## config.mk

```make
export PLATFORM = sky130hd
export DESIGN_NAME = bsq_sequencer
export DESIGN_NICKNAME = d
export VERILOG_FILES = /design/src/design/bsq_pkg.sv /design/src/design/bsq_sequencer.sv
export SDC_FILE = /design/constraint.sdc
export NUM_CORES = 1
export LEC_CHECK = 0
export BUFFER_PORTS_ARGS = -buffer_cell sky130_fd_sc_hd__buf_4
export CAP_MARGIN = 20
export CORE_ASPECT_RATIO = 0.75
export CORE_MARGIN = 4
export CORE_UTILIZATION = 41
export DETAILED_ROUTE_END_ITERATION = 8
export PLACE_DENSITY = 0.61
export SYNTH_ARGS = -nofsm -noshare
export SYNTH_HDL_FRONTEND = slang
export SYNTH_SLANG_ARGS = --single-unit
```

## constraint.sdc

```tcl
create_clock -name aclk -period 17.7 [get_ports aclk]
set_input_delay 0.885 -clock aclk [delete_from_list [all_inputs] [get_ports aclk]]
set_output_delay 0.885 -clock aclk [all_outputs]
set_load 0.02 [all_outputs]
```

## src/design/bsq_pkg.sv

```systemverilog
// Shared constants and types for the boost start-up sequencer
package bsq_pkg;

  // Timing base
  localparam int CLK_PERIOD_NS  = 50;
  localparam int T_INRUSH_NS    = 2_048_000;
  localparam int T_SWEN_NS      = 128_000;
  localparam int T_SOFT_NS      = 2_048_000;
  localparam int T_NORMAL_NS    = 8_256_000;
  localparam int T_MIN_OFF_NS   = 100;
  localparam int F_OSC_HZ       = 1_000_000;
  localparam int F_SYNC_DET_HZ  = 300_000;
  localparam int INRUSH_CYC     = T_INRUSH_NS / CLK_PERIOD_NS;
  localparam int SWEN_CYC       = T_SWEN_NS / CLK_PERIOD_NS;
  localparam int SOFT_CYC       = T_SOFT_NS / CLK_PERIOD_NS;
  localparam int NORMAL_CYC     = T_NORMAL_NS / CLK_PERIOD_NS;
  localparam int MIN_OFF_CYC    =
    (T_MIN_OFF_NS + CLK_PERIOD_NS - 1) / CLK_PERIOD_NS;
  localparam int OSC_PERIOD_CYC =
    (1_000_000_000 / F_OSC_HZ) / CLK_PERIOD_NS;
  localparam int SYNC_MAX_CYC   =
    (1_000_000_000 / F_SYNC_DET_HZ) / CLK_PERIOD_NS;

  // Current limit steps, percent
  localparam logic [6:0] LIMIT_0   = 7'h00;
  localparam logic [6:0] LIMIT_25  = 7'h19;
  localparam logic [6:0] LIMIT_50  = 7'h32;
  localparam logic [6:0] LIMIT_75  = 7'h4B;
  localparam logic [6:0] LIMIT_100 = 7'h64;

  // Register map
  localparam int          ADDR_W      = 4;
  localparam logic [3:0]  REG_CTRL    = 4'h0;
  localparam logic [3:0]  REG_STATUS  = 4'h4;
  localparam int          CTRL_SYNC_ALLOW_BIT = 0;
  localparam int          CTRL_RESTART_BIT    = 1;
  localparam logic        CTRL_SYNC_ALLOW_RST = 1'h1;
  localparam int          STAT_STATE_LSB  = 0;
  localparam int          STAT_WAIT_LSB   = 3;
  localparam int          STAT_LOCK_BIT   = 5;
  localparam int          STAT_SW_BIT     = 6;
  localparam int          STAT_IO_BIT     = 7;
  localparam int          STAT_LIMIT_LSB  = 8;
  localparam int          STAT_MON_LSB    = 16;
  localparam logic [1:0]  RESP_OKAY   = 2'h0;
  localparam logic [1:0]  RESP_SLVERR = 2'h2;

  // Pin synchroniser reset: shutdown high, sync idle high
  localparam logic [10:0] PIN_SYNC_RST = 11'h005;

  typedef enum logic [2:0] {
    ST_OFF    = 3'b000,
    ST_INRUSH = 3'b001,
    ST_SW_EN  = 3'b010,
    ST_SB25   = 3'b011,
    ST_SB50   = 3'b100,
    ST_SB75   = 3'b101,
    ST_NORMAL = 3'b110,
    ST_FAULT  = 3'b111
  } bsq_state_type;

  typedef enum logic [1:0] {
    WAIT_NONE = 2'b00,
    WAIT_UV   = 2'b01,
    WAIT_OV   = 2'b10,
    WAIT_OT   = 2'b11
  } bsq_wait_type;

  // Analog comparator outputs from the power stage
  typedef struct packed {
    logic supply_below_off;
    logic supply_at_on;
    logic overcurrent;
    logic overvoltage;
    logic output_recovered;
    logic overtemp;
    logic temp_recovered;
    logic above_target;
  } bsq_monitor_type;

endpackage

```

## src/design/bsq_sequencer.sv

```systemverilog
// Boost start-up sequencer, fault supervisor and switch-node timing
// What this block does
// - Shutdown high stops everything, pins inactive
// - Shutdown high keeps supply switch open
// - Start runs six ordered states
// - Normal holds until shutdown, fault or restart request
// - Soft inrush: switch as current source
// - Switch enable state: switch fully on
// - Switching starts at soft boost, 2.048ms each
// - Current limit 25, 50, 75 percent
// - Normal after 8.32ms, limit 100 percent
// - Faults may restart or stop any state
// - Undervoltage disables pins until supply recovers
// - Overcurrent disables switches, restarts at once
// - Overvoltage holds off until output recovers
// - Overtemperature holds off until temperature recovers
// - Minimum off-time every switching period
// - Skip pulses while output above target
// - Select chooses feedback input and ground pin
// - External sync only above about 300kHz
// - Sync falling edge times switch falling edge
// - Internal oscillator sets 1MHz otherwise
//
// Implementation choices: the register offsets and the AXI4-Lite register port.
module bsq_sequencer #(
  parameter int INRUSH_CYC = bsq_pkg::INRUSH_CYC,
  parameter int SOFT_CYC   = bsq_pkg::SOFT_CYC
) (
  // Clock, reset, enable
  input  wire logic                          aclk,
  input  wire logic                          aresetn,
  input  wire logic                          clk_en,
  // AXI4-Lite write
  input  wire logic [bsq_pkg::ADDR_W-1:0]    s_axi_awaddr,
  input  wire logic                          s_axi_awvalid,
  output logic                               s_axi_awready,
  input  wire logic [31:0]                   s_axi_wdata,
  input  wire logic [3:0]                    s_axi_wstrb,
  input  wire logic                          s_axi_wvalid,
  output logic                               s_axi_wready,
  output logic [1:0]                         s_axi_bresp,
  output logic                               s_axi_bvalid,
  input  wire logic                          s_axi_bready,
  // AXI4-Lite read
  input  wire logic [bsq_pkg::ADDR_W-1:0]    s_axi_araddr,
  input  wire logic                          s_axi_arvalid,
  output logic                               s_axi_arready,
  output logic [31:0]                        s_axi_rdata,
  output logic [1:0]                         s_axi_rresp,
  output logic                               s_axi_rvalid,
  input  wire logic                          s_axi_rready,
  // Host pins
  input  wire logic                          shutdown_input_n,
  input  wire logic                          select_in,
  input  wire logic                          sync_clock_input,
  // Analog monitors
  input  wire bsq_pkg::bsq_monitor_type      monitor_in,
  // Power stage drive
  output logic                               supply_switch_limited,
  output logic                               supply_switch_full,
  output logic                               switch_node,
  output logic [6:0]                         current_limit_pct,
  output logic                               io_active,
  // Feedback pins
  output logic                               feedback_pin_zero_out,
  output logic                               feedback_pin_zero_oe_n,
  output logic                               feedback_pin_one_out,
  output logic                               feedback_pin_one_oe_n,
  output logic                               feedback_sense_sel
);

  localparam int MIN_OFF = bsq_pkg::MIN_OFF_CYC;
  localparam int SYNC_MAX = bsq_pkg::SYNC_MAX_CYC;
  localparam int SEQ_TOTAL =
    INRUSH_CYC + bsq_pkg::SWEN_CYC + 3 * SOFT_CYC;

  function automatic logic [6:0] limit_pct(bsq_pkg::bsq_state_type s);
    case (s)
      bsq_pkg::ST_SB25:   limit_pct = bsq_pkg::LIMIT_25;
      bsq_pkg::ST_SB50:   limit_pct = bsq_pkg::LIMIT_50;
      bsq_pkg::ST_SB75:   limit_pct = bsq_pkg::LIMIT_75;
      bsq_pkg::ST_NORMAL: limit_pct = bsq_pkg::LIMIT_100;
      default:            limit_pct = bsq_pkg::LIMIT_0;
    endcase
  endfunction

  // Pin synchronisers, first stage read only by the second
  logic [10:0]               pin_meta_reg;
  logic [10:0]               pin_sync_reg;
  logic                      shut_s;
  logic                      sel_s;
  logic                      sync_s;
  logic                      above_s;
  bsq_pkg::bsq_monitor_type  mon_s;

  always_ff @(posedge aclk) begin
    if (!aresetn) begin
      pin_meta_reg <= bsq_pkg::PIN_SYNC_RST;
      pin_sync_reg <= bsq_pkg::PIN_SYNC_RST;
    end else if (clk_en) begin
      pin_meta_reg <= {monitor_in, sync_clock_input, select_in,
                       shutdown_input_n};
      pin_sync_reg <= pin_meta_reg;
    end
  end

  assign shut_s  = pin_sync_reg[0];
  assign sel_s   = pin_sync_reg[1];
  assign sync_s  = pin_sync_reg[2];
  assign mon_s   = bsq_pkg::bsq_monitor_type'(pin_sync_reg[10:3]);
  assign above_s = mon_s.above_target;

  // Control register
  logic ctrl_sync_allow_reg;
  logic ctrl_restart_reg;

  // Sequencer
  bsq_pkg::bsq_state_type state_reg;
  bsq_pkg::bsq_state_type state_next;
  bsq_pkg::bsq_wait_type  wait_reg;
  bsq_pkg::bsq_wait_type  wait_next;
  logic [15:0]            timer_reg;
  logic                   seq_restart;
  logic                   in_seq;

  assign in_seq = (state_reg != bsq_pkg::ST_OFF) &&
                  (state_reg != bsq_pkg::ST_FAULT);

  always_comb begin
    state_next  = state_reg;
    wait_next   = wait_reg;
    seq_restart = 1'b0;
    if (shut_s) begin
      state_next = bsq_pkg::ST_OFF;
      wait_next  = bsq_pkg::WAIT_NONE;
    end else if (mon_s.supply_below_off) begin
      state_next = bsq_pkg::ST_FAULT;
      wait_next  = bsq_pkg::WAIT_UV;
    end else if (mon_s.overtemp) begin
      state_next = bsq_pkg::ST_FAULT;
      wait_next  = bsq_pkg::WAIT_OT;
    end else if (mon_s.overvoltage) begin
      state_next = bsq_pkg::ST_FAULT;
      wait_next  = bsq_pkg::WAIT_OV;
    end else if (in_seq && (mon_s.overcurrent || ctrl_restart_reg)) begin
      state_next  = bsq_pkg::ST_INRUSH;
      seq_restart = 1'b1;
    end else begin
      case (state_reg)
        bsq_pkg::ST_OFF: state_next = bsq_pkg::ST_INRUSH;
        bsq_pkg::ST_INRUSH:
          if (timer_reg == 16'(INRUSH_CYC - 1))
            state_next = bsq_pkg::ST_SW_EN;
        bsq_pkg::ST_SW_EN:
          if (timer_reg == 16'(bsq_pkg::SWEN_CYC - 1))
            state_next = bsq_pkg::ST_SB25;
        bsq_pkg::ST_SB25:
          if (timer_reg == 16'(SOFT_CYC - 1))
            state_next = bsq_pkg::ST_SB50;
        bsq_pkg::ST_SB50:
          if (timer_reg == 16'(SOFT_CYC - 1))
            state_next = bsq_pkg::ST_SB75;
        bsq_pkg::ST_SB75:
          if (timer_reg == 16'(SOFT_CYC - 1))
            state_next = bsq_pkg::ST_NORMAL;
        bsq_pkg::ST_NORMAL: state_next = bsq_pkg::ST_NORMAL;
        bsq_pkg::ST_FAULT: begin
          if ((wait_reg == bsq_pkg::WAIT_UV && mon_s.supply_at_on) ||
              (wait_reg == bsq_pkg::WAIT_OV && mon_s.output_recovered) ||
              (wait_reg == bsq_pkg::WAIT_OT && mon_s.temp_recovered) ||
              (wait_reg == bsq_pkg::WAIT_NONE)) begin
            state_next = bsq_pkg::ST_INRUSH;
            wait_next  = bsq_pkg::WAIT_NONE;
          end
        end
        default: state_next = bsq_pkg::ST_OFF;
      endcase
    end
  end

  always_ff @(posedge aclk) begin
    if (!aresetn) begin
      state_reg <= bsq_pkg::ST_OFF;
      wait_reg  <= bsq_pkg::WAIT_NONE;
    end else if (clk_en) begin
      state_reg <= state_next;
      wait_reg  <= wait_next;
    end
  end

  // Timer restarts on every state change and every forced restart
  always_ff @(posedge aclk) begin
    if (!aresetn) begin
      timer_reg <= 16'h0000;
    end else if (clk_en) begin
      if (shut_s || seq_restart || state_next != state_reg)
        timer_reg <= 16'h0000;
      else if (timer_reg != 16'hFFFF)
        timer_reg <= timer_reg + 16'h0001;
    end
  end

  // Power switch and pin drive
  logic switching;
  logic io_ok;
  assign switching = (state_reg == bsq_pkg::ST_SB25) ||
                     (state_reg == bsq_pkg::ST_SB50) ||
                     (state_reg == bsq_pkg::ST_SB75) ||
                     (state_reg == bsq_pkg::ST_NORMAL);
  assign supply_switch_limited = (state_reg == bsq_pkg::ST_INRUSH);
  assign supply_switch_full = switching ||
                              (state_reg == bsq_pkg::ST_SW_EN);
  assign io_ok = !shut_s && (state_reg != bsq_pkg::ST_OFF) &&
                 !(state_reg == bsq_pkg::ST_FAULT &&
                   wait_reg == bsq_pkg::WAIT_UV);
  assign feedback_pin_zero_out = 1'b0;
  assign feedback_pin_one_out  = 1'b0;

  always_ff @(posedge aclk) begin
    if (!aresetn) begin
      io_active              <= 1'b0;
      feedback_pin_zero_oe_n <= 1'b1;
      feedback_pin_one_oe_n  <= 1'b1;
      feedback_sense_sel     <= 1'b0;
      current_limit_pct      <= bsq_pkg::LIMIT_0;
    end else if (clk_en) begin
      io_active              <= io_ok;
      feedback_pin_zero_oe_n <= !(io_ok && sel_s);
      feedback_pin_one_oe_n  <= !(io_ok && !sel_s);
      feedback_sense_sel     <= sel_s;
      current_limit_pct      <= limit_pct(state_reg);
    end
  end

  // Oscillator and sync detector
  logic [4:0] osc_cnt_reg;
  logic       osc_wrap;
  logic       sync_prev_reg;
  logic       sync_fall;
  logic [6:0] sync_gap_reg;
  logic       sync_locked_reg;

  assign osc_wrap  = (osc_cnt_reg == 5'(bsq_pkg::OSC_PERIOD_CYC - 1));
  assign sync_fall = sync_prev_reg && !sync_s;

  always_ff @(posedge aclk) begin
    if (!aresetn) begin
      osc_cnt_reg <= 5'h00;
    end else if (clk_en) begin
      osc_cnt_reg <= osc_wrap ? 5'h00 : osc_cnt_reg + 5'h01;
    end
  end

  // Slow or static sync drops lock; a fast one gains it
  always_ff @(posedge aclk) begin
    if (!aresetn) begin
      sync_prev_reg   <= 1'b1;
      sync_gap_reg    <= 7'h00;
      sync_locked_reg <= 1'b0;
    end else if (clk_en) begin
      sync_prev_reg <= sync_s;
      if (sync_fall) begin
        sync_gap_reg    <= 7'h00;
        sync_locked_reg <= ctrl_sync_allow_reg &&
                           (sync_gap_reg <= 7'(SYNC_MAX));
      end else begin
        if (sync_gap_reg != 7'h7F)
          sync_gap_reg <= sync_gap_reg + 7'h01;
        if (sync_gap_reg >= 7'(SYNC_MAX) || !ctrl_sync_allow_reg)
          sync_locked_reg <= 1'b0;
      end
    end
  end

  // Switch-node pulse generator
  logic       period_start;
  logic [4:0] off_cnt_reg;
  logic [4:0] on_cnt_reg;
  logic [4:0] on_max;
  logic       armed_reg;
  logic [11:0] on_prod;
  logic       sw_run;

  // Gate drops on the same edge the state leaves switching
  assign sw_run = switching && !seq_restart &&
                  (state_next != bsq_pkg::ST_OFF) &&
                  (state_next != bsq_pkg::ST_FAULT);
  assign period_start = sync_locked_reg ? sync_fall : osc_wrap;
  // On window scales with the limit step, never eating the off-time
  assign on_prod = 12'(bsq_pkg::OSC_PERIOD_CYC - MIN_OFF) *
                   {5'h00, limit_pct(state_reg)};
  assign on_max  = 5'(on_prod / 12'h064);

  always_ff @(posedge aclk) begin
    if (!aresetn) begin
      switch_node <= 1'b0;
      off_cnt_reg <= 5'h00;
      on_cnt_reg  <= 5'h00;
      armed_reg   <= 1'b0;
    end else if (clk_en) begin
      if (!sw_run) begin
        switch_node <= 1'b0;
        armed_reg   <= 1'b0;
        off_cnt_reg <= 5'(MIN_OFF);
      end else if (period_start) begin
        switch_node <= 1'b0;
        off_cnt_reg <= 5'(MIN_OFF);
        armed_reg   <= 1'b1;
      end else if (switch_node) begin
        on_cnt_reg <= on_cnt_reg + 5'h01;
        if (on_cnt_reg >= on_max - 5'h01)
          switch_node <= 1'b0;
      end else if (off_cnt_reg != 5'h00) begin
        off_cnt_reg <= off_cnt_reg - 5'h01;
      end else if (armed_reg && !above_s) begin
        switch_node <= 1'b1;
        on_cnt_reg  <= 5'h00;
        armed_reg   <= 1'b0;
      end
    end
  end

  // AXI4-Lite slave: one write and one read at a time
  logic                        aw_got_reg;
  logic                        w_got_reg;
  logic [bsq_pkg::ADDR_W-1:0]  awaddr_reg;
  logic [31:0]                 wdata_reg;
  logic [3:0]                  wstrb_reg;
  logic [31:0]                 status_word;

  assign s_axi_awready = !aw_got_reg && !s_axi_bvalid;
  assign s_axi_wready  = !w_got_reg && !s_axi_bvalid;
  assign s_axi_arready = !s_axi_rvalid;

  always_ff @(posedge aclk) begin
    if (!aresetn) begin
      aw_got_reg          <= 1'b0;
      w_got_reg           <= 1'b0;
      awaddr_reg          <= '0;
      wdata_reg           <= 32'h0000_0000;
      wstrb_reg           <= 4'h0;
      s_axi_bvalid        <= 1'b0;
      s_axi_bresp         <= bsq_pkg::RESP_OKAY;
      ctrl_sync_allow_reg <= bsq_pkg::CTRL_SYNC_ALLOW_RST;
      ctrl_restart_reg    <= 1'b0;
    end else if (clk_en) begin
      ctrl_restart_reg <= 1'b0;
      if (s_axi_awvalid && s_axi_awready) begin
        aw_got_reg <= 1'b1;
        awaddr_reg <= s_axi_awaddr;
      end
      if (s_axi_wvalid && s_axi_wready) begin
        w_got_reg <= 1'b1;
        wdata_reg <= s_axi_wdata;
        wstrb_reg <= s_axi_wstrb;
      end
      if (aw_got_reg && w_got_reg) begin
        aw_got_reg   <= 1'b0;
        w_got_reg    <= 1'b0;
        s_axi_bvalid <= 1'b1;
        s_axi_bresp  <= bsq_pkg::RESP_OKAY;
        if ({awaddr_reg[3:2], 2'b00} == bsq_pkg::REG_CTRL) begin
          if (wstrb_reg[0]) begin
            ctrl_sync_allow_reg <=
              wdata_reg[bsq_pkg::CTRL_SYNC_ALLOW_BIT];
            ctrl_restart_reg <= wdata_reg[bsq_pkg::CTRL_RESTART_BIT];
          end
        end else if ({awaddr_reg[3:2], 2'b00} != bsq_pkg::REG_STATUS) begin
          s_axi_bresp <= bsq_pkg::RESP_SLVERR;
        end
      end else if (s_axi_bvalid && s_axi_bready) begin
        s_axi_bvalid <= 1'b0;
      end
    end
  end

  always_comb begin
    status_word = 32'h0000_0000;
    status_word[bsq_pkg::STAT_STATE_LSB +: 3] = state_reg;
    status_word[bsq_pkg::STAT_WAIT_LSB +: 2]  = wait_reg;
    status_word[bsq_pkg::STAT_LOCK_BIT]       = sync_locked_reg;
    status_word[bsq_pkg::STAT_SW_BIT]         = switching;
    status_word[bsq_pkg::STAT_IO_BIT]         = io_active;
    status_word[bsq_pkg::STAT_LIMIT_LSB +: 7] = current_limit_pct;
    status_word[bsq_pkg::STAT_MON_LSB +: 8]   = mon_s;
  end

  always_ff @(posedge aclk) begin
    if (!aresetn) begin
      s_axi_rvalid <= 1'b0;
      s_axi_rdata  <= 32'h0000_0000;
      s_axi_rresp  <= bsq_pkg::RESP_OKAY;
    end else if (clk_en) begin
      if (s_axi_arvalid && s_axi_arready) begin
        s_axi_rvalid <= 1'b1;
        s_axi_rresp  <= bsq_pkg::RESP_OKAY;
        s_axi_rdata  <= 32'h0000_0000;
        case ({s_axi_araddr[3:2], 2'b00})
          bsq_pkg::REG_CTRL:
            s_axi_rdata[bsq_pkg::CTRL_SYNC_ALLOW_BIT] <= ctrl_sync_allow_reg;
          bsq_pkg::REG_STATUS: s_axi_rdata <= status_word;
          default: s_axi_rresp <= bsq_pkg::RESP_SLVERR;
        endcase
      end else if (s_axi_rvalid && s_axi_rready) begin
        s_axi_rvalid <= 1'b0;
      end
    end
  end

  // Checks; frozen cycles are excluded
  logic [19:0] elapsed_reg;
  always_ff @(posedge aclk) begin
    if (!aresetn) begin
      elapsed_reg <= 20'h0_0000;
    end else if (clk_en) begin
      if (!in_seq || seq_restart)
        elapsed_reg <= 20'h0_0000;
      else if (state_reg != bsq_pkg::ST_NORMAL)
        elapsed_reg <= elapsed_reg + 20'h0_0001;
    end
  end
endmodule

```

# After elaboration in Yosys (flattened, before gate mapping)
# Index checks and enable logic that the tools add are counted.
dict set report word_totals {
  register_bits 129
  elab_cells 217
}
dict set report op_classes {
  n_addsub 6
  mul 1
  n_div 1
  magnitude_cmp 3
  n_eq_ne 26
  n_mux 67
  bitwise_logic 1
  reduce_logical 82
}
# op count
set op_table {}
lappend op_table {{5-bit two-way mux} 8}
lappend op_table {{3-bit two-way mux} 11}
lappend op_table {{16-bit two-way mux} 2}
lappend op_table {{1-bit two-way mux} 30}
lappend op_table {{7-bit one-hot mux with 4 select lines} 1}
lappend op_table {{1-bit logical AND} 24}
lappend op_table {{3-bit one-hot mux with 8 select lines} 1}
lappend op_table {{23-bit two-way mux} 1}
lappend op_table {{2-bit AND reduction} 11}
lappend op_table {{2-bit two-way mux} 10}
lappend op_table {{16-bit by 1-bit adder with 16-bit output, second input constant} 1}
lappend op_table {{16-bit by 12-bit equality test with 1-bit output, second input constant} 1}
lappend op_table {{16-bit equality test, second input constant} 1}
lappend op_table {{16-bit != test, second input constant} 1}
lappend op_table {{2-bit nonzero test} 8}
lappend op_table {{5-bit nonzero test} 3}
lappend op_table {{7-bit two-way mux} 2}
lappend op_table {{1-bit zero test} 13}
lappend op_table {{12-bit by 7-bit divider with 12-bit output, second input constant} 1}
lappend op_table {{3-bit equality test, second input constant} 4}
lappend op_table {{3-bit != test, second input constant} 4}
lappend op_table {{4-bit AND reduction} 3}
lappend op_table {{1-bit logical OR} 11}
lappend op_table {{4-bit by 7-bit multiplier with 11-bit output, first input constant} 1}
lappend op_table {{other kinds (25)} 34}

# Longest topological paths before layout
# Gate-level depths: netlist of run 1.
dict set report depth {
  ltp_word 17
  ltp_mapped 28
  mapped_depth_nobuf 25
}

# Worst setup path after synthesis of run 1
# Ideal clock, no wire load.
dict set report synth_path {
  path_kind {reg-to-reg}
  start {register state_reg[1]}
  end {register switch_node}
  setup_time_ps 76
  arrival_time_ps 6391
  required_time_ps 17624
  setup_slack_ps 11233
  stages_incl_launch_ff 28
  n_path_buf 3
  period_less_slack_ps 6467
  cell_sequence {dfxtp_1 -> buf_2 -> buf_1 -> o22ai_1 -> ha_1 -> ha_1 -> fa_1 -> buf_4 -> or2b_1 -> or4_4 -> nand4bb_4 -> o211ai_4 -> or2_4 -> a32oi_4 -> nand3_2 -> a32o_1 -> or4_1 -> a21boi_2 -> o211ai_2 -> ha_1 -> xor2_1 -> ha_1 -> nor2b_1 -> o21ai_0 -> nand2b_1 -> a2111oi_0 -> o21ai_0 -> a21boi_0}
}
dict set report synth_via {
  elab_chain_cells 13
  elab_cells_between_ends 47
  cone_classes {add/sub: 1; mul: 1; div: 1; order compare: 1; eq/ne: 9; mux: 22; reduce/logical: 12}
}
# element line_no
set synth_rtl {}
lappend synth_rtl {{start, declared} bsq_sequencer.sv:118} ;# bsq_pkg::bsq_state_type state_reg;
lappend synth_rtl {{start signal, assigned} bsq_sequencer.sv:183} ;# state_reg <= bsq_pkg::ST_OFF;
lappend synth_rtl {{start signal, assigned} bsq_sequencer.sv:186} ;# state_reg <= state_next;
lappend synth_rtl {{branches (longest 12 deep; another with 12-bit by 7-bit divider with 12-bit output)} --}
lappend synth_rtl {{1-bit two-way mux *} bsq_sequencer.sv:301} ;# if (!sw_run) begin
lappend synth_rtl {{end signal, assigned} bsq_sequencer.sv:296} ;# switch_node <= 1'b0;
lappend synth_rtl {{end signal, assigned} bsq_sequencer.sv:302} ;# switch_node <= 1'b0;
lappend synth_rtl {{end signal, assigned} bsq_sequencer.sv:306} ;# switch_node <= 1'b0;
lappend synth_rtl {{end, declared} bsq_sequencer.sv:61} ;# output logic switch_node,
# Mark *: on every way between the ends.
# A chain may end at the register's enable or synchronous reset.

# Worst setup path in the final report of run 1
# Ends and elaborated chain as after synthesis.

==> impl_metrics.toml, run 1 <==
[drt]
drt-pass1-iter-count = 5
vias = 5509
routed_wl_microns = 16100
drcViolationCount = 0
antenna_left = 0
drt_iter0_markers = 500
wire_per_inst_microns = 15.9
routed_via_density = 5.44

[place]
gp_congestion = 0.859
hpwl_microns = 11500
io_buffer_count = 69

[power]
powerDensity_nw_per_um2 = 86.1
power_uw = 663
ir_drop_mv = 0.0662
power.leakage_uw = 0.00307

[cells_and_area]
diodes = 0
register_area_sq_um = 2280
fin_nets = 880
nFillCells = 1461
multi_input_area_sq_um = 3940
syn_to_final_growth_pct = 18.1
drive_above_1_share_pct = 17.9
largest_reg_flops = 22

[logic_synthesis]
synth_common_cells = "114 x dfxtp_1, 67 x nor2b_1, 65 x nor2_1"
syn_inst = 742
yosysWarnings = 0
synth_area_leaders = "dfxtp_1 35%, nor2b_1 6.4%, mux2i_1 6.3%, nor2_1 3.7%, ha_1 3.6%"
yosysMostFrequentCell = "dfxtp_1"
synth_ff_type = "dfxtp_1"
synthDistinctLibCells = 92
synth_seq_cells = 114
synth_async_sr_flop_share_pct = 0
netlist_area_sq_um = 6520
avgSynthCellArea_sq_um = 8.78
yosys.area.top_type_share_pct = 35.0
synth-edff-count = 0
synth_area_leader_cell = "dfxtp_1"
yosysSeqAreaShare_pct = 35.0

[sta]
fin_crit_ns = 7.65
tightest_slew_ns = 0.877
fmax_mhz = 131
timing.slew.headroom_pct = 41.6
report.final.hold_viol_count = 0
setup_viol = 0
fin_setup_tns_ns = 0
finClkSkew_ns = 0.00834
maxSlewViolCount = 0
hold_slack_ns = 0.458
rsz0062_at_grt = "false"
fin_crit_sh_pct = 43.2

[setup_path]
crit_fanout = 21
startpoint_type = "flip-flop"
critPathArrivalTime_ns = 7.99
required_ns = 18.04
worstSetupPathType = "reg -> reg"
critPathCaptureType = "flip-flop"

[clock_tree]
clockBufferDepth = 2
postCtsHoldBufs = 0
clk_root_buffer_cell = "clkbuf_16"
clk_pin_slew_ns = 0.05
numClockSinks = 114
numCtsBuffers = 17
cts_tree = "built"
htree_levels = 4
postCtsSetupBuffers = 0
insertion_delay_ns = 0.41
postCtsResizedCells = 0

[grt]
grt_max_degree = 90
grt_pass1_vias = 5317
grt_pass1_wl_microns = 26700
antenna_found_initial = 0
grt_usage_pct = 18.3
grt_overflow = 0

[floorplan]
die_area_sq_um = 18000
ioPinCount = 120
die_h_microns = 117
start_util_pct = 42.3
die_x_microns = 154
core_sq_um = 15400
rows = 39

[min_path]
worst_hold_path_type = "reg -> reg"

[run]
cap_violations = 0

[status]
outcome = "finished clean"
per-layer routing:
| metal | vias up | track usage [%] | wire (microns) |
|---|---|---|---|
| met1 | 2619 | 25.1 | 7840 |
| met5 | - | 0 | 0 |
| met2 | 149 | 28.8 | 7080 |
| li1 | 2714 | - | - |
| met4 | 0 | 5.71 | 257 |
| met3 | 27 | 4.41 | 894 |
final timing paths:
check	from	end	slack, ns	depth (start not counted)
setup / recovery	state_reg[1]	switch_node	10.05	25
hold / removal	sync_prev_reg	sync_prev_reg	0.46	2
setup reg to reg	state_reg[1]	switch_node	10.05	25
hold reg to reg	sync_prev_reg	sync_prev_reg	0.46	2
layout make-up:
| type | count | area share (%) |
|---|---|---|
| clock buffer | 21 | 5.98 |
| clock inverter | 9 | 1.72 |
| inverter | 21 | 1.02 |
| multi-input combinational | 570 | 51.2 |
| sequential | 114 | 29.7 |
| tap | 205 | 3.33 |
| timing repair buffer | 73 | 7.12 |
where the power goes:
group | total (uW) | leakage [uW] | switching (uW) | internal, uW
sequential | 268 | 0.000925 | 5.56 | 263
combinational | 49.3 | 0.00186 | 28.6 | 20.7
clock | 345 | 0.000285 | 118 | 227
critical path: stages (launching register included):
cell and delay, ns:
dfxtp_1 0.84, nand2_1 0.16, o22ai_1 0.47, ha_1 0.34, ha_1 0.26, fa_1 0.63, or2b_1 0.29, or4_4 0.44
nand4bb_4 0.17, o22ai_2 0.17, xnor2_1 0.34, mux2_4 0.37, o31ai_1 0.28, a311oi_1 0.15, or4_1 0.52, a21boi_2 0.15
o211ai_2 0.12, ha_1 0.23, xor2_1 0.18, ha_1 0.28, nor2b_1 0.12, o21ai_0 0.15, nand2b_1 0.12, a2111oi_0 0.47
o21ai_0 0.14, a21boi_0 0.17
per-stage QoR:
step	util (%)	std cells	instance area (sq um)	setup WS [ns]
6_report	49.9	1013	7690	10.05
3_5_place_dp	46.1	983	7100	10.25
5_1_grt	49.9	1013	7690	9.53
4_1_cts	49.9	1013	7690	10.11
3_3_place_gp	46.1	983	7100	10.41
2_1_floorplan	-	754	6560	11.23
kinds of logic after synthesis:
group | share of synthesized area (%)
muxes | 6.53
other | 0.0575
AOI/OAI and AO/OA | 18.5
and+or+nand+nor | 25.3
xor gates and xnor gates | 5.34
buffers and inverters | 5.34
DFF | 35.0
adders and majority gates | 3.96
cells in the final DEF, fill, tap and decap left out, drive strengths merged, types with 17 or more instances in the layout:
| cell type | synthesis | final |
|---|---|---|
| nor3 | 17 | 17 |
| ha | 19 | 19 |
| dfxtp | 114 | 114 |
| mux2i | 41 | 41 |
| nand3 | 20 | 20 |
| a22oi | 22 | 22 |
| buf | 21 | 73 |
| a21oi | 25 | 25 |
| nor2 | 67 | 67 |
| o21ai | 29 | 29 |
| nand2 | 60 | 60 |
| inv | 20 | 20 |
| clkbuf | 28 | 21 |
| nor2b | 67 | 67 |
| xor2 | 19 | 19 |
| xnor2 | 19 | 19 |
Power figures use the tool's default switching activity.
==> inputs of run 2 (changes only) <==
==> constraint.sdc (replaced) <==
create_clock -name aclk -period 7.15 [get_ports aclk]
set_input_delay 0.3575 -clock aclk [delete_from_list [all_inputs] [get_ports aclk]]
set_output_delay 0.3575 -clock aclk [all_outputs]
set_load 0.02 [all_outputs]
==> run 2 against run 1 <==
  * Routed wire length rose by 0.12%
  * Via count shrank 0.27%
  * Critical endpoint unchanged
  * Clock power rose to 2.6 times the previous value
  * Combinational power grew to 2.5 times the previous value
  * Total power rose to 2.6 times the previous value
  * Die area is the same
  * Sequential power grew 150%
  * Largest power group unchanged
  * Critical path depth unchanged
  * Sequential share of layout area shrank 0.68 points
  * Register-to-register slack got worse by 9.6 ns
  * Fmax up 14%
  * Hold slack worse by 0.29 ns
==> impl_metrics.toml, run 2 (synthesis gave the netlist of run 1 again) <==
[place]
dp_cells = 997
gp_congestion = 0.873
io_buffer_count = 69
hpwl_microns = 11600

[drt]
drt-pass1-iter-count = 5
drcViolationCount = 0
routed_wl_microns = 16100
wire_per_inst_microns = 15.6
top_layer_used = "met4"
detailroute.wirelength.met3_microns = 682
route.met2.wl_microns = 7130
vias = 5494
wl_met1_microns = 8020
antenna_left = 0
routed_via_density = 5.34
drt_iter0_markers = 394

[clock_tree]
postCtsHoldBufs = 0
cts_tree = "built"
htree_levels = 4
numClockSinks = 114
clk_root_buffer_cell = "clkbuf_16"
postCtsSetupBuffers = 0
clk_pin_slew_ns = 0.05
numCtsBuffers = 17
clockBufferDepth = 2
insertion_delay_ns = 0.41

[floorplan]
core_sq_um = 15400
die_x_microns = 154
rows = 39
start_util_pct = 42.3
ioPinCount = 120
die_h_microns = 117
die_area_sq_um = 18000

[sta]
timing.slew.headroom_pct = 42.6
rsz0062_at_grt = "false"
fin_crit_sh_pct = 93.5
maxSlewViolCount = 0
finClkSkew_ns = 0.00653
report.final.hold_viol_count = 0
tightest_slew_ns = 0.857
fmax_mhz = 150
fin_setup_tns_ns = 0
fin_crit_ns = 6.69
setup_viol = 0

[setup_path]
cp_top_family = "compound AO/OA/AOI/OAI gates"
path_buf_inv = 1
regToRegSetupSlack_ns = 0.46
slowest_stage = "or4_1"
rr_startpoint = "state_reg[1]"
startpoint = "state_reg[1]"
r2r_cells = 25
critPathCaptureType = "flip-flop"
startpoint_type = "flip-flop"
required_ns = 7.49
path_depth = 25
critical_path.endpoint = "switch_node"
slowest_delay_ns = 0.55
cpMostUsedCell = "ha_1"
worstReg2RegEnd = "switch_node"
worstSetupPathType = "reg -> reg"
critPathArrivalTime_ns = 7.02
crit_fanout = 12

[grt]
antenna_found_initial = 0
grt_overflow = 0
grt_pass1_vias = 5306
grt_max_degree = 90
grt_pass1_wl_microns = 26800
grt_usage_pct = 18.2

[power]
power_uw = 1690
power.leakage_uw = 0.00317
powerDensity_nw_per_um2 = 215
ir_drop_mv = 0.144

[cells_and_area]
nFillCells = 1464
syn_to_final_growth_pct = 21.0
final_cell_mix = "112 x dfxtp_1, 87 x buf_4, 67 x nor2b_1, 65 x nor2_1, 60 x nand2_1"
diodes = 0
largest_reg_flops = 22
mostFrequentLayoutCell = "dfxtp_1"
drive_above_1_share_pct = 20.5
fin_nets = 894
multi_input_area_sq_um = 3980
fin_cells = 1029
register_area_sq_um = 2280

[status]
outcome = "finished clean"

[min_path]
min_path_cells = 3
worst_hold_path_type = "in -> reg"

[run]
cap_violations = 0
==> run 2: worst register-to-register path, stage by stage, from the launching register on <==
cell and delay, ns:
dfxtp_2 0.47, buf_4 0.23, nor2b_1 0.26, o21a_1 0.23, ha_1 0.26, ha_1 0.43, a211oi_2 0.41, nor3_1 0.15
nand4bb_4 0.31, o31ai_1 0.42, o21bai_1 0.17, a221oi_4 0.40, xnor2_4 0.21, a21oi_4 0.13, or4_1 0.55, a21boi_2 0.15
o211ai_2 0.12, ha_1 0.22, xor2_1 0.17, ha_1 0.28, nor2b_1 0.12, o21ai_0 0.14, nand2b_1 0.10, a2111oi_1 0.39
o21ai_0 0.12, a21boi_0 0.16
==> run 2: cell type report <==
type                    instances  share of cell area (%)
multi-input cells             570                    50.4
flip-flops and latches        114                    29.0
repair buffers                 87                    8.28
clock buffers                  19                    5.75
well taps                     205                    3.25
clock inverters                13                    2.30
inverters                      21                    1.00
==> run 2: how the worst min path moves through the flow <==
stage	start	end
after global placement	sync_prev_reg	sync_prev_reg
after detailed placement	s_axi_rdata[6]	s_axi_rdata[6]
after CTS	sync_clock_input	pin_meta_reg[2]
final	sync_clock_input	pin_meta_reg[2]
after global routing	sync_clock_input	pin_meta_reg[2]
after floorplan	sync_prev_reg	sync_prev_reg
==> run 2: power breakdown <==
group          internal [uW]  leakage [uW]  switching [uW]
Sequential               650      0.000926            12.7
Clock                    601      0.000310             305
Combinational           52.4       0.00193            71.4
==> run 2: layer usage <==
layer	global-route usage, %	vias to the layer above
met5	0	-
met4	6.24	0
met3	3.42	23
met2	28.5	131
met1	25.5	2594
li1	-	2746
==> run 2: metrics by stage <==
stage          instance area [sq um]  util (%)  setup slack [ns]  hold slack [ns]
6_report                        7880      51.1             0.463            0.168
5_1_grt                         7880      51.1            0.0361            0.187
4_1_cts                         7840      50.9             0.309            0.151
3_5_place_dp                    7210      46.7             0.364            0.462
3_3_place_gp                    7210      46.7             0.424            0.447
2_1_floorplan                   6560         -             0.683            0.433
==> run 2: what timing repair did <==
item | in CTS | in global routing
setup endpoints to repair | 0 | 1
gates resized for setup | 0 | 9
endpoints found under the hold margin | 0 | 0
==> inputs of run 3 (changes only) <==
--- a/config.mk
+++ b/config.mk
@@ -5,6 +5,7 @@
 export SDC_FILE = /design/constraint.sdc
 export NUM_CORES = 1
 export LEC_CHECK = 0
+export ABC_AREA = 1
 export BUFFER_PORTS_ARGS = -buffer_cell sky130_fd_sc_hd__buf_4
 export CAP_MARGIN = 20
 export CORE_ASPECT_RATIO = 0.75
==> run 3 against run 2 <==
  * Non-clock buffer count shrank 16
  * Area after synthesis is 7.6% lower
  * Core utilization is 1.1 points lower
  * Flip-flop and latch count unchanged
  * Synthesized cell count grew 16%
  * Total power rose by 2.8%
  * Global-route usage shrank 0.44 points
  * Combinational power rose by 100%
  * Critical endpoint unchanged
  * Largest power group unchanged
==> impl_metrics.toml, run 3 <==
[setup_path]
slowest_delay_ns = 0.58
path_depth = 35
r2r_cells = 35
cp_top_family = "simple AND/OR/NAND/NOR gates"
path_buf_inv = 4
crit_fanout = 12
startpoint_type = "flip-flop"
cpMostUsedCell = "nor2_1"
worstSetupPathType = "reg -> reg"
critPathArrivalTime_ns = 6.46
critPathCaptureType = "flip-flop"
slowest_stage = "dfxtp_1"
required_ns = 7.48

[clock_tree]
cts_tree = "built"
clk_pin_slew_ns = 0.06
htree_levels = 4
postCtsSetupBuffers = 0
numCtsBuffers = 17
postCtsHoldBufs = 0
numClockSinks = 114
insertion_delay_ns = 0.42
clk_root_buffer_cell = "clkbuf_16"
postCtsResizedCells = 0
clockBufferDepth = 2

[sta]
setup_viol = 0
rsz0062_at_grt = "false"
fin_setup_tns_ns = 0
maxSlewViolCount = 0
fin_crit_ns = 6.13
tightest_slew_ns = 1.04
report.final.hold_viol_count = 0
finClkSkew_ns = 0.0139
timing.slew.headroom_pct = 30.6
fin_crit_sh_pct = 85.7
fmax_mhz = 163

[floorplan]
start_util_pct = 41.8
ioPinCount = 120
die_x_microns = 148
die_area_sq_um = 16700
die_h_microns = 113
rows = 38
core_sq_um = 14400

[logic_synthesis]
synth_seq_cells = 114
synth_async_sr_flop_share_pct = 0
yosysMostFrequentCell = "nand2_1"
synthDistinctLibCells = 48
synth-edff-count = 0
synth_common_cells = "170 x nand2_1, 114 x dfxtp_1, 102 x nor2_1"
synth_ff_type = "dfxtp_1"
synth_area_leader_cell = "dfxtp_1"
netlist_area_sq_um = 6020
avgSynthCellArea_sq_um = 6.97
yosysWarnings = 0
syn_inst = 863
synth_area_leaders = "dfxtp_1 38%, nand2_1 11%, a21oi_1 6.5%, nor2_1 6.4%, inv_1 6.0%"
yosys.area.top_type_share_pct = 37.9
yosysSeqAreaShare_pct = 37.9

[drt]
routed_wl_microns = 14200
wire_per_inst_microns = 12.5
antenna_left = 0
vias = 5469
drt-pass1-iter-count = 5
drcViolationCount = 0
routed_via_density = 4.81
drt_iter0_markers = 308

[grt]
grt_usage_pct = 17.7
antenna_found_initial = 0
grt_overflow = 0
grt_max_degree = 48
gr-usage-met1_pct = 24.7
busiest_layer = "met2"
grt_use_met3_pct = 5.20
grt_use_met2_pct = 26.9
grt_pass1_vias = 5175
grt_pass1_wl_microns = 24500

[min_path]
min_path_cells = 3
worst_hold_path_type = "in -> reg"

[status]
outcome = "finished clean"

[cells_and_area]
diodes = 0
final_cell_mix = "170 x nand2_1, 114 x dfxtp_1, 102 x nor2_1, 96 x inv_1, 78 x a21oi_1"
fin_nets = 1007
syn_to_final_growth_pct = 19.8
drive_above_1_share_pct = 16.2
largest_reg_flops = 22
mostFrequentLayoutCell = "nand2_1"

[run]
cap_violations = 0

[place]
io_buffer_count = 69
gp_congestion = 0.826
hpwl_microns = 10000

[power]
powerDensity_nw_per_um2 = 241
power.leakage_uw = 0.00314
power_uw = 1740
ir_drop_mv = 0.185
[run 3: path summary, 6_finish.rpt]
check	from	endpoint	slack, ns
hold / removal	sync_clock_input	pin_meta_reg[2]	0.15
setup reg to reg	state_reg[2]	switch_node	1.02
setup / recovery	state_reg[2]	switch_node	1.02
hold reg to reg	timer_reg[4]	timer_reg[4]	0.44
[run 3: final cells by class]
cell class                 instances  area, sq um
tap                              200          250
inverter                         105          397
multi-input combinational        615         3170
sequential                       114         2280
timing repair buffer              71          533
fill                            1467         7200
clock buffer                      17          425
clock inverter                    15          146
[run 3: worst min-delay path, cell delays in order]
cell     delay (ns)
buf_4          0.08
nand2_1        0.04
nand3_1        0.06
[run 3: metal layers]
metal / up-vias / routed length, microns
met5: - / 0
met4: 0 / 113
met3: 11 / 683
met2: 93 / 6080
met1: 2444 / 7350
li1: 2921 / -
[run 3: logic make-up (layout without fill, tap and decap cells)]
logic type,Yosys count,count (layout),share of synthesized area (%)
simple gates,395,395,29.9
fa+ha+maj,20,20,4.28
buf+inv,146,208,10.1
xor+xnor,11,11,1.60
flops,114,114,37.9
compound gates,175,175,16.0
mux,1,1,0.166
other cells,1,13,0.0623
[run 3: power breakdown]
| group | switching (uW) | internal, uW | total (uW) |
|---|---|---|---|
| Combinational | 159 | 89.3 | 248 |
| Clock | 330 | 487 | 816 |
| Sequential | 17.9 | 658 | 676 |
| Total | 506 | 1230 | 1740 |
[run 3: through the flow]
step                      utilization [%]  setup slack, ns  instances  area [sq um]  hold slack, ns
final                                50.0             1.02       1137          7210           0.152
after global routing                 50.0            0.325       1137          7210           0.154
after CTS                            50.0            0.983       1137          7210           0.140
after detailed placement             46.1             1.06       1105          6640           0.441
after global placement               46.1             1.13       1105          6640           0.433
after floorplan                         -             1.98        875          6060           0.421
